## src/shared/usb_irq_pkg.sv

```systemverilog
/*
 * Constants for the USB status interrupt block: register indices, field
 * positions, reset values and timing counts.
 * Assumes a 20 MHz mclk and an APB master with 32-bit data.
 */
package usb_irq_pkg;

    // ==========================================================
    // Register indices (byte address is four times the index)
    // ==========================================================
    localparam logic [11:0] IDX_IRQ_ENABLE = 12'hF36;
    localparam logic [11:0] IDX_ERR_ENABLE = 12'hF37;
    localparam logic [11:0] IDX_IRQ_FLAGS = 12'hF62;
    localparam logic [11:0] IDX_CONTROL = 12'hF70;
    localparam logic [11:0] IDX_XFER_STATUS = 12'hF71;
    localparam logic [11:0] IDX_DEV_ADDR = 12'hF72;

    // ==========================================================
    // Flag, enable and control bit positions
    // ==========================================================
    localparam int BIT_FRAME_START = 6;
    localparam int BIT_STALL_SENT = 5;
    localparam int BIT_BUS_IDLE = 4;
    localparam int BIT_TRANSFER_DONE = 3;
    localparam int BIT_BUS_ACTIVITY = 2;
    localparam int BIT_ERROR_SUMMARY = 1;
    localparam int BIT_BUS_RESET = 0;
    localparam int BIT_SUSPEND = 1;

    // Writable flag bits: all but bit 7 and the error summary
    localparam logic [7:0] FLAGS_WR_MASK = 8'h7D;
    localparam logic [7:0] ENABLE_MASK = 8'h7F;
    localparam logic [7:0] ERR_ENABLE_MASK = 8'h9F;
    localparam logic [6:0] DEV_ADDR_MASK = 7'h7F;

    // ==========================================================
    // Reset values
    // ==========================================================
    localparam logic [7:0] FLAGS_RESET = 8'h00;
    localparam logic [7:0] ENABLE_RESET = 8'h00;
    localparam logic [7:0] ERR_ENABLE_RESET = 8'h00;
    localparam logic [7:0] CONTROL_RESET = 8'h00;
    localparam logic [6:0] DEV_ADDR_RESET = 7'h00;

    // ==========================================================
    // Timing
    // ==========================================================
    localparam int CLK_FREQ_KHZ = 20000;
    localparam int IDLE_TIME_MS = 3;
    localparam int IDLE_CYCLES = IDLE_TIME_MS * CLK_FREQ_KHZ;
    localparam int WAKE_SYNC_CYCLES = 4;
    localparam int XFER_FIFO_DEPTH = 4;

endpackage

```

## src/logic/usb_status_irq.sv

```systemverilog
/*
 * Top-level USB status interrupt logic: seven event flags, their enables,
 * the error summary, suspend control, bus idle and activity detection,
 * transfer status queue and device address, reached over APB.
 * Assumes serial engine event inputs are one-cycle pulses on mclk and that
 * the D+ and D- pins are asynchronous to mclk.
 */
module usb_status_irq
    import usb_irq_pkg::*;
#(
    parameter int IDLE_COUNT = IDLE_CYCLES,
    parameter int FIFO_DEPTH = XFER_FIFO_DEPTH
) (
    input wire logic mclk,
    input wire logic rst_b,
    // APB slave
    input wire logic psel,
    input wire logic penable,
    input wire logic pwrite,
    input wire logic [13:0] paddr,
    input wire logic [31:0] pwdata,
    output logic [31:0] prdata,
    output logic pready,
    output logic pslverr,
    // Serial engine events, one-cycle pulses
    input wire logic sof_evt,
    input wire logic stall_evt,
    input wire logic xfer_evt,
    input wire logic [7:0] xfer_status,
    input wire logic bus_reset_evt,
    input wire logic [7:0] err_flags,
    output logic xfer_ready,
    output logic serial_engine_clk_en,
    // Bus line pins
    input wire logic dplus_pin,
    input wire logic dminus_pin,
    // Results
    output logic [6:0] device_address_reg,
    output logic usb_cpu_irq_flag
);

    initial begin
        if (IDLE_COUNT < 2) begin
            $error("IDLE_COUNT must be at least 2");
        end
    end

    localparam int IDLE_W = $clog2(IDLE_COUNT + 1);
    localparam int WAKE_W = $clog2(WAKE_SYNC_CYCLES + 1);

    // ==========================================================
    // APB decode
    // ==========================================================
    function automatic logic hit(input logic [13:0] addr,
                                 input logic [11:0] idx);
        hit = (addr[13:2] == idx);
    endfunction

    wire sel_enable = hit(paddr, IDX_IRQ_ENABLE);
    wire sel_err_en = hit(paddr, IDX_ERR_ENABLE);
    wire sel_flags = hit(paddr, IDX_IRQ_FLAGS);
    wire sel_control = hit(paddr, IDX_CONTROL);
    wire sel_status = hit(paddr, IDX_XFER_STATUS);
    wire sel_addr = hit(paddr, IDX_DEV_ADDR);
    wire mapped = sel_enable || sel_err_en || sel_flags || sel_control
        || sel_status || sel_addr;
    wire access = psel && penable;
    wire wr = access && pwrite && mapped;
    wire [7:0] wdata = pwdata[7:0];

    // Zero-wait slave: every access ends in its first access cycle
    assign pready = 1'b1;
    assign pslverr = access && !mapped;

    // ==========================================================
    // Registers
    // ==========================================================
    logic [7:0] flags_r;
    logic [7:0] flags_nxt;
    logic [7:0] enable_r;
    logic [7:0] err_enable_r;
    logic [7:0] control_r;
    logic [6:0] dev_addr_r;
    logic irq_r;
    logic [31:0] prdata_r;

    wire suspend = control_r[BIT_SUSPEND];
    wire running = !suspend;

    // Engine gets no clock while suspended
    assign serial_engine_clk_en = running;

    // ==========================================================
    // Line state synchroniser and idle / activity detection
    // ==========================================================
    logic [1:0] line_meta_r;
    logic [1:0] line_sync_r;
    logic [1:0] line_prev_r;
    logic [IDLE_W-1:0] idle_cnt_r;
    logic idle_seen_r;
    logic act_armed_r;

    wire line_change = (line_sync_r != line_prev_r);
    wire idle_done = (idle_cnt_r == IDLE_W'(IDLE_COUNT - 1));
    // Engine is not clocked in suspend, so no idle event then
    wire idle_evt = idle_done && !idle_seen_r && running;
    // Line activity is watched even during suspend
    wire act_evt = line_change && act_armed_r;

    always_ff @(posedge mclk) begin
        if (!rst_b) begin
            // Reset to the idle J level so no false change follows reset
            line_meta_r <= 2'h2;
            line_sync_r <= 2'h2;
            line_prev_r <= 2'h2;
        end else begin
            line_meta_r <= {dplus_pin, dminus_pin};
            line_sync_r <= line_meta_r;
            line_prev_r <= line_sync_r;
        end
    end

    always_ff @(posedge mclk) begin
        if (!rst_b) begin
            idle_cnt_r <= '0;
            idle_seen_r <= 1'b0;
        end else if (line_change) begin
            idle_cnt_r <= '0;
            idle_seen_r <= 1'b0;
        end else if (!idle_done) begin
            idle_cnt_r <= idle_cnt_r + IDLE_W'(1);
        end else if (running) begin
            idle_seen_r <= 1'b1;
        end
    end

    // Only an idle detection re-arms the activity event
    always_ff @(posedge mclk) begin
        if (!rst_b) begin
            act_armed_r <= 1'b0;
        end else if (idle_evt) begin
            act_armed_r <= 1'b1;
        end else if (act_evt) begin
            act_armed_r <= 1'b0;
        end
    end

    // ==========================================================
    // Wake-up synchronisation window
    // ==========================================================
    logic [WAKE_W-1:0] wake_cnt_r;
    logic suspend_q_r;
    wire wake_edge = suspend_q_r && !suspend;
    wire act_clear_blocked = suspend || wake_edge
        || (wake_cnt_r != '0);

    always_ff @(posedge mclk) begin
        if (!rst_b) begin
            suspend_q_r <= 1'b0;
            wake_cnt_r <= '0;
        end else begin
            suspend_q_r <= suspend;
            if (wake_edge) begin
                wake_cnt_r <= WAKE_W'(WAKE_SYNC_CYCLES);
            end else if (wake_cnt_r != '0) begin
                wake_cnt_r <= wake_cnt_r - WAKE_W'(1);
            end
        end
    end

    // ==========================================================
    // Transfer status queue
    // ==========================================================
    logic head_valid_r;
    logic head_seen_r;
    logic [7:0] head_data_r;
    logic fifo_full;

    wire xfer_push = xfer_evt && running;
    // Clearing a set done flag pops the queue
    wire flags_wr = wr && sel_flags;
    wire xfer_pop = flags_wr && flags_r[BIT_TRANSFER_DONE]
        && !wdata[BIT_TRANSFER_DONE];
    wire xfer_new = head_valid_r && !head_seen_r;

    assign xfer_ready = !fifo_full;

    xfer_status_fifo #(
        .WIDTH(8),
        .DEPTH(FIFO_DEPTH)
    ) u_status_fifo (
        .mclk(mclk),
        .rst_b(rst_b),
        .push(xfer_push),
        .push_data(xfer_status),
        .pop(xfer_pop),
        .full(fifo_full),
        .head_valid_r(head_valid_r),
        .head_data_r(head_data_r)
    );

    always_ff @(posedge mclk) begin
        if (!rst_b) begin
            head_seen_r <= 1'b0;
        end else begin
            head_seen_r <= head_valid_r;
        end
    end

    // ==========================================================
    // Flag update: hardware set wins over software clear
    // ==========================================================
    wire err_summary = |(err_flags & err_enable_r);
    logic [7:0] hw_set;
    logic [7:0] sw_val;

    always_comb begin
        hw_set = 8'h00;
        hw_set[BIT_FRAME_START] = sof_evt && running;
        hw_set[BIT_STALL_SENT] = stall_evt && running;
        hw_set[BIT_BUS_IDLE] = idle_evt;
        hw_set[BIT_TRANSFER_DONE] = xfer_new;
        hw_set[BIT_BUS_ACTIVITY] = act_evt;
        hw_set[BIT_BUS_RESET] = bus_reset_evt && running;
    end

    always_comb begin
        sw_val = flags_r;
        if (flags_wr) begin
            // Writes of one set, writes of zero clear
            sw_val = wdata;
            if (act_clear_blocked) begin
                sw_val[BIT_BUS_ACTIVITY] = flags_r[BIT_BUS_ACTIVITY]
                    | wdata[BIT_BUS_ACTIVITY];
            end
        end
    end

    always_comb begin
        // Flags set regardless of enables so software can poll
        flags_nxt = (sw_val | hw_set) & FLAGS_WR_MASK;
        flags_nxt[BIT_ERROR_SUMMARY] = err_summary;
        flags_nxt[7] = 1'b0;
    end

    wire [7:0] enable_nxt = (wr && sel_enable) ? (wdata & ENABLE_MASK)
        : enable_r;

    always_ff @(posedge mclk) begin
        if (!rst_b) begin
            flags_r <= FLAGS_RESET;
            enable_r <= ENABLE_RESET;
            irq_r <= 1'b0;
        end else begin
            flags_r <= flags_nxt;
            enable_r <= enable_nxt;
            // Level request, tracks flags and enables together
            irq_r <= |(flags_nxt & enable_nxt);
        end
    end

    assign usb_cpu_irq_flag = irq_r;

    // ==========================================================
    // Control, error enable and device address
    // ==========================================================
    always_ff @(posedge mclk) begin
        if (!rst_b) begin
            control_r <= CONTROL_RESET;
            err_enable_r <= ERR_ENABLE_RESET;
        end else begin
            if (wr && sel_control) begin
                control_r <= wdata & (8'h01 << BIT_SUSPEND);
            end
            if (wr && sel_err_en) begin
                err_enable_r <= wdata & ERR_ENABLE_MASK;
            end
        end
    end

    // Bus reset beats a software write in the same cycle
    always_ff @(posedge mclk) begin
        if (!rst_b) begin
            dev_addr_r <= DEV_ADDR_RESET;
        end else if (bus_reset_evt && running) begin
            dev_addr_r <= DEV_ADDR_RESET;
        end else if (wr && sel_addr) begin
            dev_addr_r <= wdata[6:0] & DEV_ADDR_MASK;
        end
    end

    assign device_address_reg = dev_addr_r;

    // ==========================================================
    // Read data
    // ==========================================================
    logic [7:0] rd_byte;

    always_comb begin
        rd_byte = 8'h00;
        if (sel_flags) begin
            rd_byte = flags_r;
        end else if (sel_enable) begin
            rd_byte = enable_r;
        end else if (sel_err_en) begin
            rd_byte = err_enable_r;
        end else if (sel_control) begin
            rd_byte = control_r;
        end else if (sel_status) begin
            rd_byte = head_data_r;
        end else if (sel_addr) begin
            rd_byte = {1'b0, dev_addr_r};
        end
    end

    // Read data settles in the setup cycle, valid in the access cycle
    always_ff @(posedge mclk) begin
        if (!rst_b) begin
            prdata_r <= 32'h0000_0000;
        end else if (psel && !penable && !pwrite) begin
            prdata_r <= {24'h00_0000, rd_byte};
        end
    end

    assign prdata = prdata_r;

endmodule

```

## src/logic/xfer_status_fifo.sv

```systemverilog
/*
 * Small FIFO holding transfer status words (endpoint information).
 * Assumes push and pop come from logic on the same clock; the head word
 * comes out of a register one cycle after it becomes the head.
 */
module xfer_status_fifo #(
    parameter int WIDTH = 8,
    parameter int DEPTH = 4
) (
    input wire logic mclk,
    input wire logic rst_b,
    input wire logic push,
    input wire logic [WIDTH-1:0] push_data,
    input wire logic pop,
    output logic full,
    output logic head_valid_r,
    output logic [WIDTH-1:0] head_data_r
);

    localparam int PW = (DEPTH > 1) ? $clog2(DEPTH) : 1;

    initial begin
        if (DEPTH < 2 || (DEPTH & (DEPTH - 1)) != 0 || WIDTH < 1) begin
            $error("fifo depth must be a power of two of at least 2");
        end
    end

    logic [WIDTH-1:0] mem [DEPTH];
    logic [PW-1:0] wr_ptr_r;
    logic [PW-1:0] rd_ptr_r;
    logic [PW:0] count_r;
    wire empty = (count_r == '0);
    wire do_push = push && !full;
    wire do_pop = pop && !empty;

    assign full = (count_r == (PW + 1)'(DEPTH));

    always_ff @(posedge mclk) begin
        if (do_push) begin
            mem[wr_ptr_r] <= push_data;
        end
    end

    always_ff @(posedge mclk) begin
        if (!rst_b) begin
            wr_ptr_r <= '0;
            rd_ptr_r <= '0;
            count_r <= '0;
            head_valid_r <= 1'b0;
            head_data_r <= '0;
        end else begin
            wr_ptr_r <= wr_ptr_r + PW'(do_push);
            rd_ptr_r <= rd_ptr_r + PW'(do_pop);
            count_r <= count_r + (PW + 1)'(do_push) - (PW + 1)'(do_pop);
            // Low for a cycle after a pop so each entry shows as new
            head_valid_r <= !empty && !pop;
            head_data_r <= mem[rd_ptr_r];
        end
    end

endmodule

```

## config.mk

```make
export PLATFORM = sky130hd
export DESIGN_NAME = usb_status_irq
export DESIGN_NICKNAME = d
export VERILOG_FILES = /design/src/shared/usb_irq_pkg.sv /design/src/logic/usb_status_irq.sv /design/src/logic/xfer_status_fifo.sv
export SDC_FILE = /design/constraint.sdc
export NUM_CORES = 1
export LEC_CHECK = 0
export BUFFER_PORTS_ARGS = -buffer_cell sky130_fd_sc_hd__buf_4
export CAP_MARGIN = 20
export CORE_MARGIN = 4
export CORE_UTILIZATION = 50
export CTS_BUF_LIST = sky130_fd_sc_hd__clkbuf_2
export DETAILED_ROUTE_END_ITERATION = 10
export GPL_TIMING_DRIVEN = 0
export HOLD_SLACK_MARGIN = 0.1
export PLACE_DENSITY = 0.78
export REMOVE_ABC_BUFFERS = 1
export SETUP_SLACK_MARGIN = 0.1
export SLEW_MARGIN = 20
export SYNTH_ARGS = -nofsm -noshare
export SYNTH_HDL_FRONTEND = slang
export SYNTH_SLANG_ARGS = --single-unit
```

## constraint.sdc

```tcl
create_clock -name mclk -period 2.9 [get_ports mclk]
set_input_delay 0.58 -clock mclk [delete_from_list [all_inputs] [get_ports mclk]]
set_output_delay 0.58 -clock mclk [all_outputs]
set_load 0.1 [all_outputs]
```

==> results.txt <==
----------------------------------------------------
[Status]
  Result of the run ... complete, no violations

[Clock tree]
  CTS tree ... built
  Master cell of the clock root buffer ... clkbuf_2
  Number of H-tree levels ... 4
  Number of buffers inserted during clock tree synthesis ... 17
  Worst-case clock buffer depth ... 2
  Clock edge transition at the registers on the reported setup and hold paths ... 0.21 ns
  Worst-Skew Late Latency ... about 0.67 ns
  Clk sinks ... ~110

[Detailed routing]
  Count of routing violations after the opening detailed-route iteration ... 220
  Total number of vias ... around 3900
  Per-cell via count in the routed design ... between 5 and 6
  Antenna viol nets, final ... 0
  Per-cell routed wire length ... 15.8 um
  Residual DRC count ... 0
  Aggregate routed wire length ... 11.4 mm
  Initial DRT Pass Iterations ... 6

[Floorplanning]
  Floorplan core area ... between 9000 and 10000 sq um
  Placement Rows ... 36
  Number of top-level pins ... 117
  Width of the chip ... between 100 and 150 um
  Overall die height ... 109 um
  Starting utilization of the core area ... around half
  Total die area ... around 12000 sq um

[Placed design]
  Final weighted congestion in routability-driven placement ... about 0.85
  Detail Placement HPWL ... between 7 and 8 mm
  # port buffers ... 63

[Setup path]
  Crit-path leading delay family ... simple AND/OR/NAND/NOR gates
  Critical-path top delay cell ... or3b_4
  Max FO, Critical Path ... 8
  Critical Path Max Stage Delay ... between 0.4 and 0.5 ns
  Number of buffers and inverters on the critical path ... 2
  Kind of critical path ... input pin to flip-flop
  Slack of the worst reg-to-reg path ... just under 0.7 ns
  Cell count of the worst reg-to-reg path ... 8
  FF-to-FF End ... u_status_fifo.count_r[2]
  Cell breakdown of the critical path ... buf_4, or3b_4, nor4_4, and2_1, nand3b_1, o21ai_0, ha_1, inv_1, fa_1, xor2_1, xnor2_1, nor2_1
  Crit path launch type ... input pin
  Critical Path Sink Type ... flip-flop
  Start point of the critical path ... paddr[5]
  Worst R2R Start ... control_r[1]
  Data arrival time at the worst-slack endpoint ... between 3 and 4 ns
  Required arrival time at the worst endpoint ... roughly 3.4 ns

[Pwr]
  Power Total ... between 3 and 4 mW
  Flop pwr share ... 53.3%
  Leakage ... between 2 and 2.5 nW
  Net Switching ... ~1.1 mW
  Share of total power consumed by net switching ... around a third
  Worst IR Drop VDD ... 0.377 mV
  Share of power burned in combinational logic ... between 15 and 20%
  Clock power frac ... between 20% and 30%
  Internal power contribution ... about 2.3 mW
  Areal power density over the cells ... about 570 nW/um^2

[Layout]
  Filler Cells Inserted ... between 700 and 800
  Most used cells in the layout excluding fill and tap cells ... dfxtp_1 (82), buf_4 (66), nor2_1 (62), nand2_1 (40), edfxtp_1 (32)
  Net count, final ... between 600 and 700
  Largest registers ... u_status_fifo.mem (32), idle_cnt_r (16)
  Most common library cell in the layout ignoring fill and taps ... dfxtp_1
  Antenna cell count ... 0
  Share of cells above drive strength 1 ... 20.4%
  Layout overhead on the synthesized area ... 15.9%
  Number of flip-flops in the largest register ... 32
  Register with the most flip-flops ... u_status_fifo.mem

[Global routing]
  GR Util All Layers ... roughly a fifth
  Antenna violations before repair ... 0
  Overflow left after global routing ... 0
  Largest net degree at the start of global routing ... 31
  Global-route wire length before repair ... roughly 18 mm
  Number of global-route vias before repair ... around 3700

[STA]
  Max-slew violation count ... 0
  Slew margin rel. ... 31.1%
  Total of endpoints with negative setup slack in the final report ... 0
  Final period util ... a little over nine tenths
  Fmax ... 0.367 GHz
  Number of hold-slack violations in the final timing report ... 0
  Final worst path period need ... 2.72 ns
  Actual slew at the worst max-slew pin ... roughly 1.0 ns
  Clock skew after layout ... 0.0390 ns
  Setup repair after global routing missed its margin ... false
  Final hold slack ... roughly 0.16 ns

[Hold path]
  Hold_sp ... pwdata[5]
  Kind of path behind the tightest hold check ... input pin to flip-flop
  Hold path cells ... 3
  End point of the most critical hold path ... enable_r[5]

[Synthesis]
  Async SR Flop Fraction ... 0%
  Yosys Warn Count ... 0
  Number of enable-type register cells in the synthesized netlist ... 32
  Number of cells produced by synthesis ... 500
  Flop and latch count out of synthesis ... 114
  Per-instance average area after synthesis ... 10.2 sq um
  Number of distinct standard cells referenced by the synthesized netlist ... between 50 and 60
  Area of the mapped netlist ... between 5000 and 6000 sq um
  Top flip-flop cell by instance count after synthesis ... dfxtp_1
  Sequential-to-total area share from yosys stat ... 50.9%

[Run]
  Max_cap viols ... 0

----------------------------------------------------
[worst register-to-register path, stage by stage, from the launching register on]
cell and delay (ns):
dfxtp_1 0.54, clkinv_1 0.35, and3_1 0.32, ha_1 0.22, inv_1 0.07, fa_1 0.18, xor2_1 0.19, xnor2_1 0.14
nor2_1 0.06
[cell families (layout without fill, tap and decap cells)]
| family | Yosys count | after routing | share of synthesized area [%] |
|---|---|---|---|
| muxes | 32 | 32 | 8.25 |
| and+or+nand+nor | 190 | 190 | 20.0 |
| AOI/OAI and AO/OA | 80 | 80 | 9.38 |
| adders and majority gates | 7 | 7 | 1.86 |
| DFF | 114 | 114 | 50.9 |
| other | 2 | 25 | 0.147 |
| xor gates and xnor gates | 19 | 19 | 3.26 |
| buffers and inverters | 56 | 121 | 6.22 |
[per-stage QoR]
step | worst slack [ns] | std cells | utilization [%] | cell area, sq um | setup TNS [ns]
after detailed placement | -0.870 | 676 | 56.6 | 5580 | -1.81
final | 0.176 | 721 | 60.1 | 5930 | 0
after global routing | 0.104 | 721 | 60.1 | 5930 | 0
after global placement | -0.801 | 675 | 56.4 | 5560 | -1.64
after CTS | 0.283 | 720 | 60.0 | 5920 | 0
after floorplan | -0.659 | 479 | - | 4920 | -0.818
[layout make-up]
type	count	area (sq um)	area share [%]
Multi-Input combinational cell	353	2290	38.6
Sequential cell	114	2600	43.9
Tap cell	133	166	2.81
Inverter	12	45.0	0.760
Timing Repair Buffer	77	606	10.2
Clock inverter	14	129	2.17
Clock buffer	18	90.1	1.52
[cell usage after synthesis (3+ instances only)]
master    count  area share [%]
nand3_1       7            0.69
or3_1         4            0.49
ha_1          6             1.5
mux4_2        8             3.5
buf_2         5            0.49
nor2_1       62             4.6
xor2_1       11             1.9
nand4_1       7            0.86
dfxtp_1      82              32
mux2i_1      23             4.5
o21ai_0      28             2.7
nand2b_1     11             1.3
nor2b_1       3            0.37
edfxtp_1     32              19
a31oi_1      13             1.6
and2_1       15             1.8
nor3b_1       3            0.44
nor4_1        5            0.61
nor3_1        5            0.49
inv_1        11            0.81
a21oi_1      19             1.9
buf_4        27             4.0
nand4b_1      3            0.51
a22oi_1       9             1.3
clkbuf_1     11            0.81
and3_1        6            0.73
nand2_1      40             2.9
xnor2_1       8             1.4
[how the worst max path moves through the flow]
stage	end	slack (ns)	cells past startpoint
after floorplan	pslverr	-0.66	3
after global placement	u_status_fifo.count_r[2]	-0.80	12
after detailed placement	u_status_fifo.count_r[2]	-0.87	12
after CTS	u_status_fifo.count_r[2]	0.28	12
after global routing	u_status_fifo.count_r[2]	0.10	12
final	u_status_fifo.count_r[2]	0.18	12
[routing by layer]
metal	vias up	global-route usage [%]	part of all wire, %
li1	1882	-	-
met1	1830	24.9	42
met2	150	31.8	47
met3	27	5.68	7.5
met4	0	9.83	2.8
met5	-	0	0
[power by group through the flow]
stage | sequential (mW) | clock [mW] | combinational [mW]
2_1_floorplan | 1.85 | 0 | 0.413
4_1_cts | 1.80 | 0.993 | 0.607
3_3_place_gp | 1.83 | 0 | 0.574
6_report | 1.80 | 0.976 | 0.604
5_1_grt | 1.82 | 1.09 | 0.654
3_5_place_dp | 1.84 | 0 | 0.595
[what timing repair did]
| item | in CTS | in global routing |
|---|---|---|
| setup buffers | 2 | 0 |
| setup endpoints to repair | 2 | 0 |
| hold endpoints to repair | 34 | 1 |
| hold buffers | 10 | 1 |
| gates resized for setup | 1 | 0 |
Note: power is estimated with default switching activity, not from simulation.
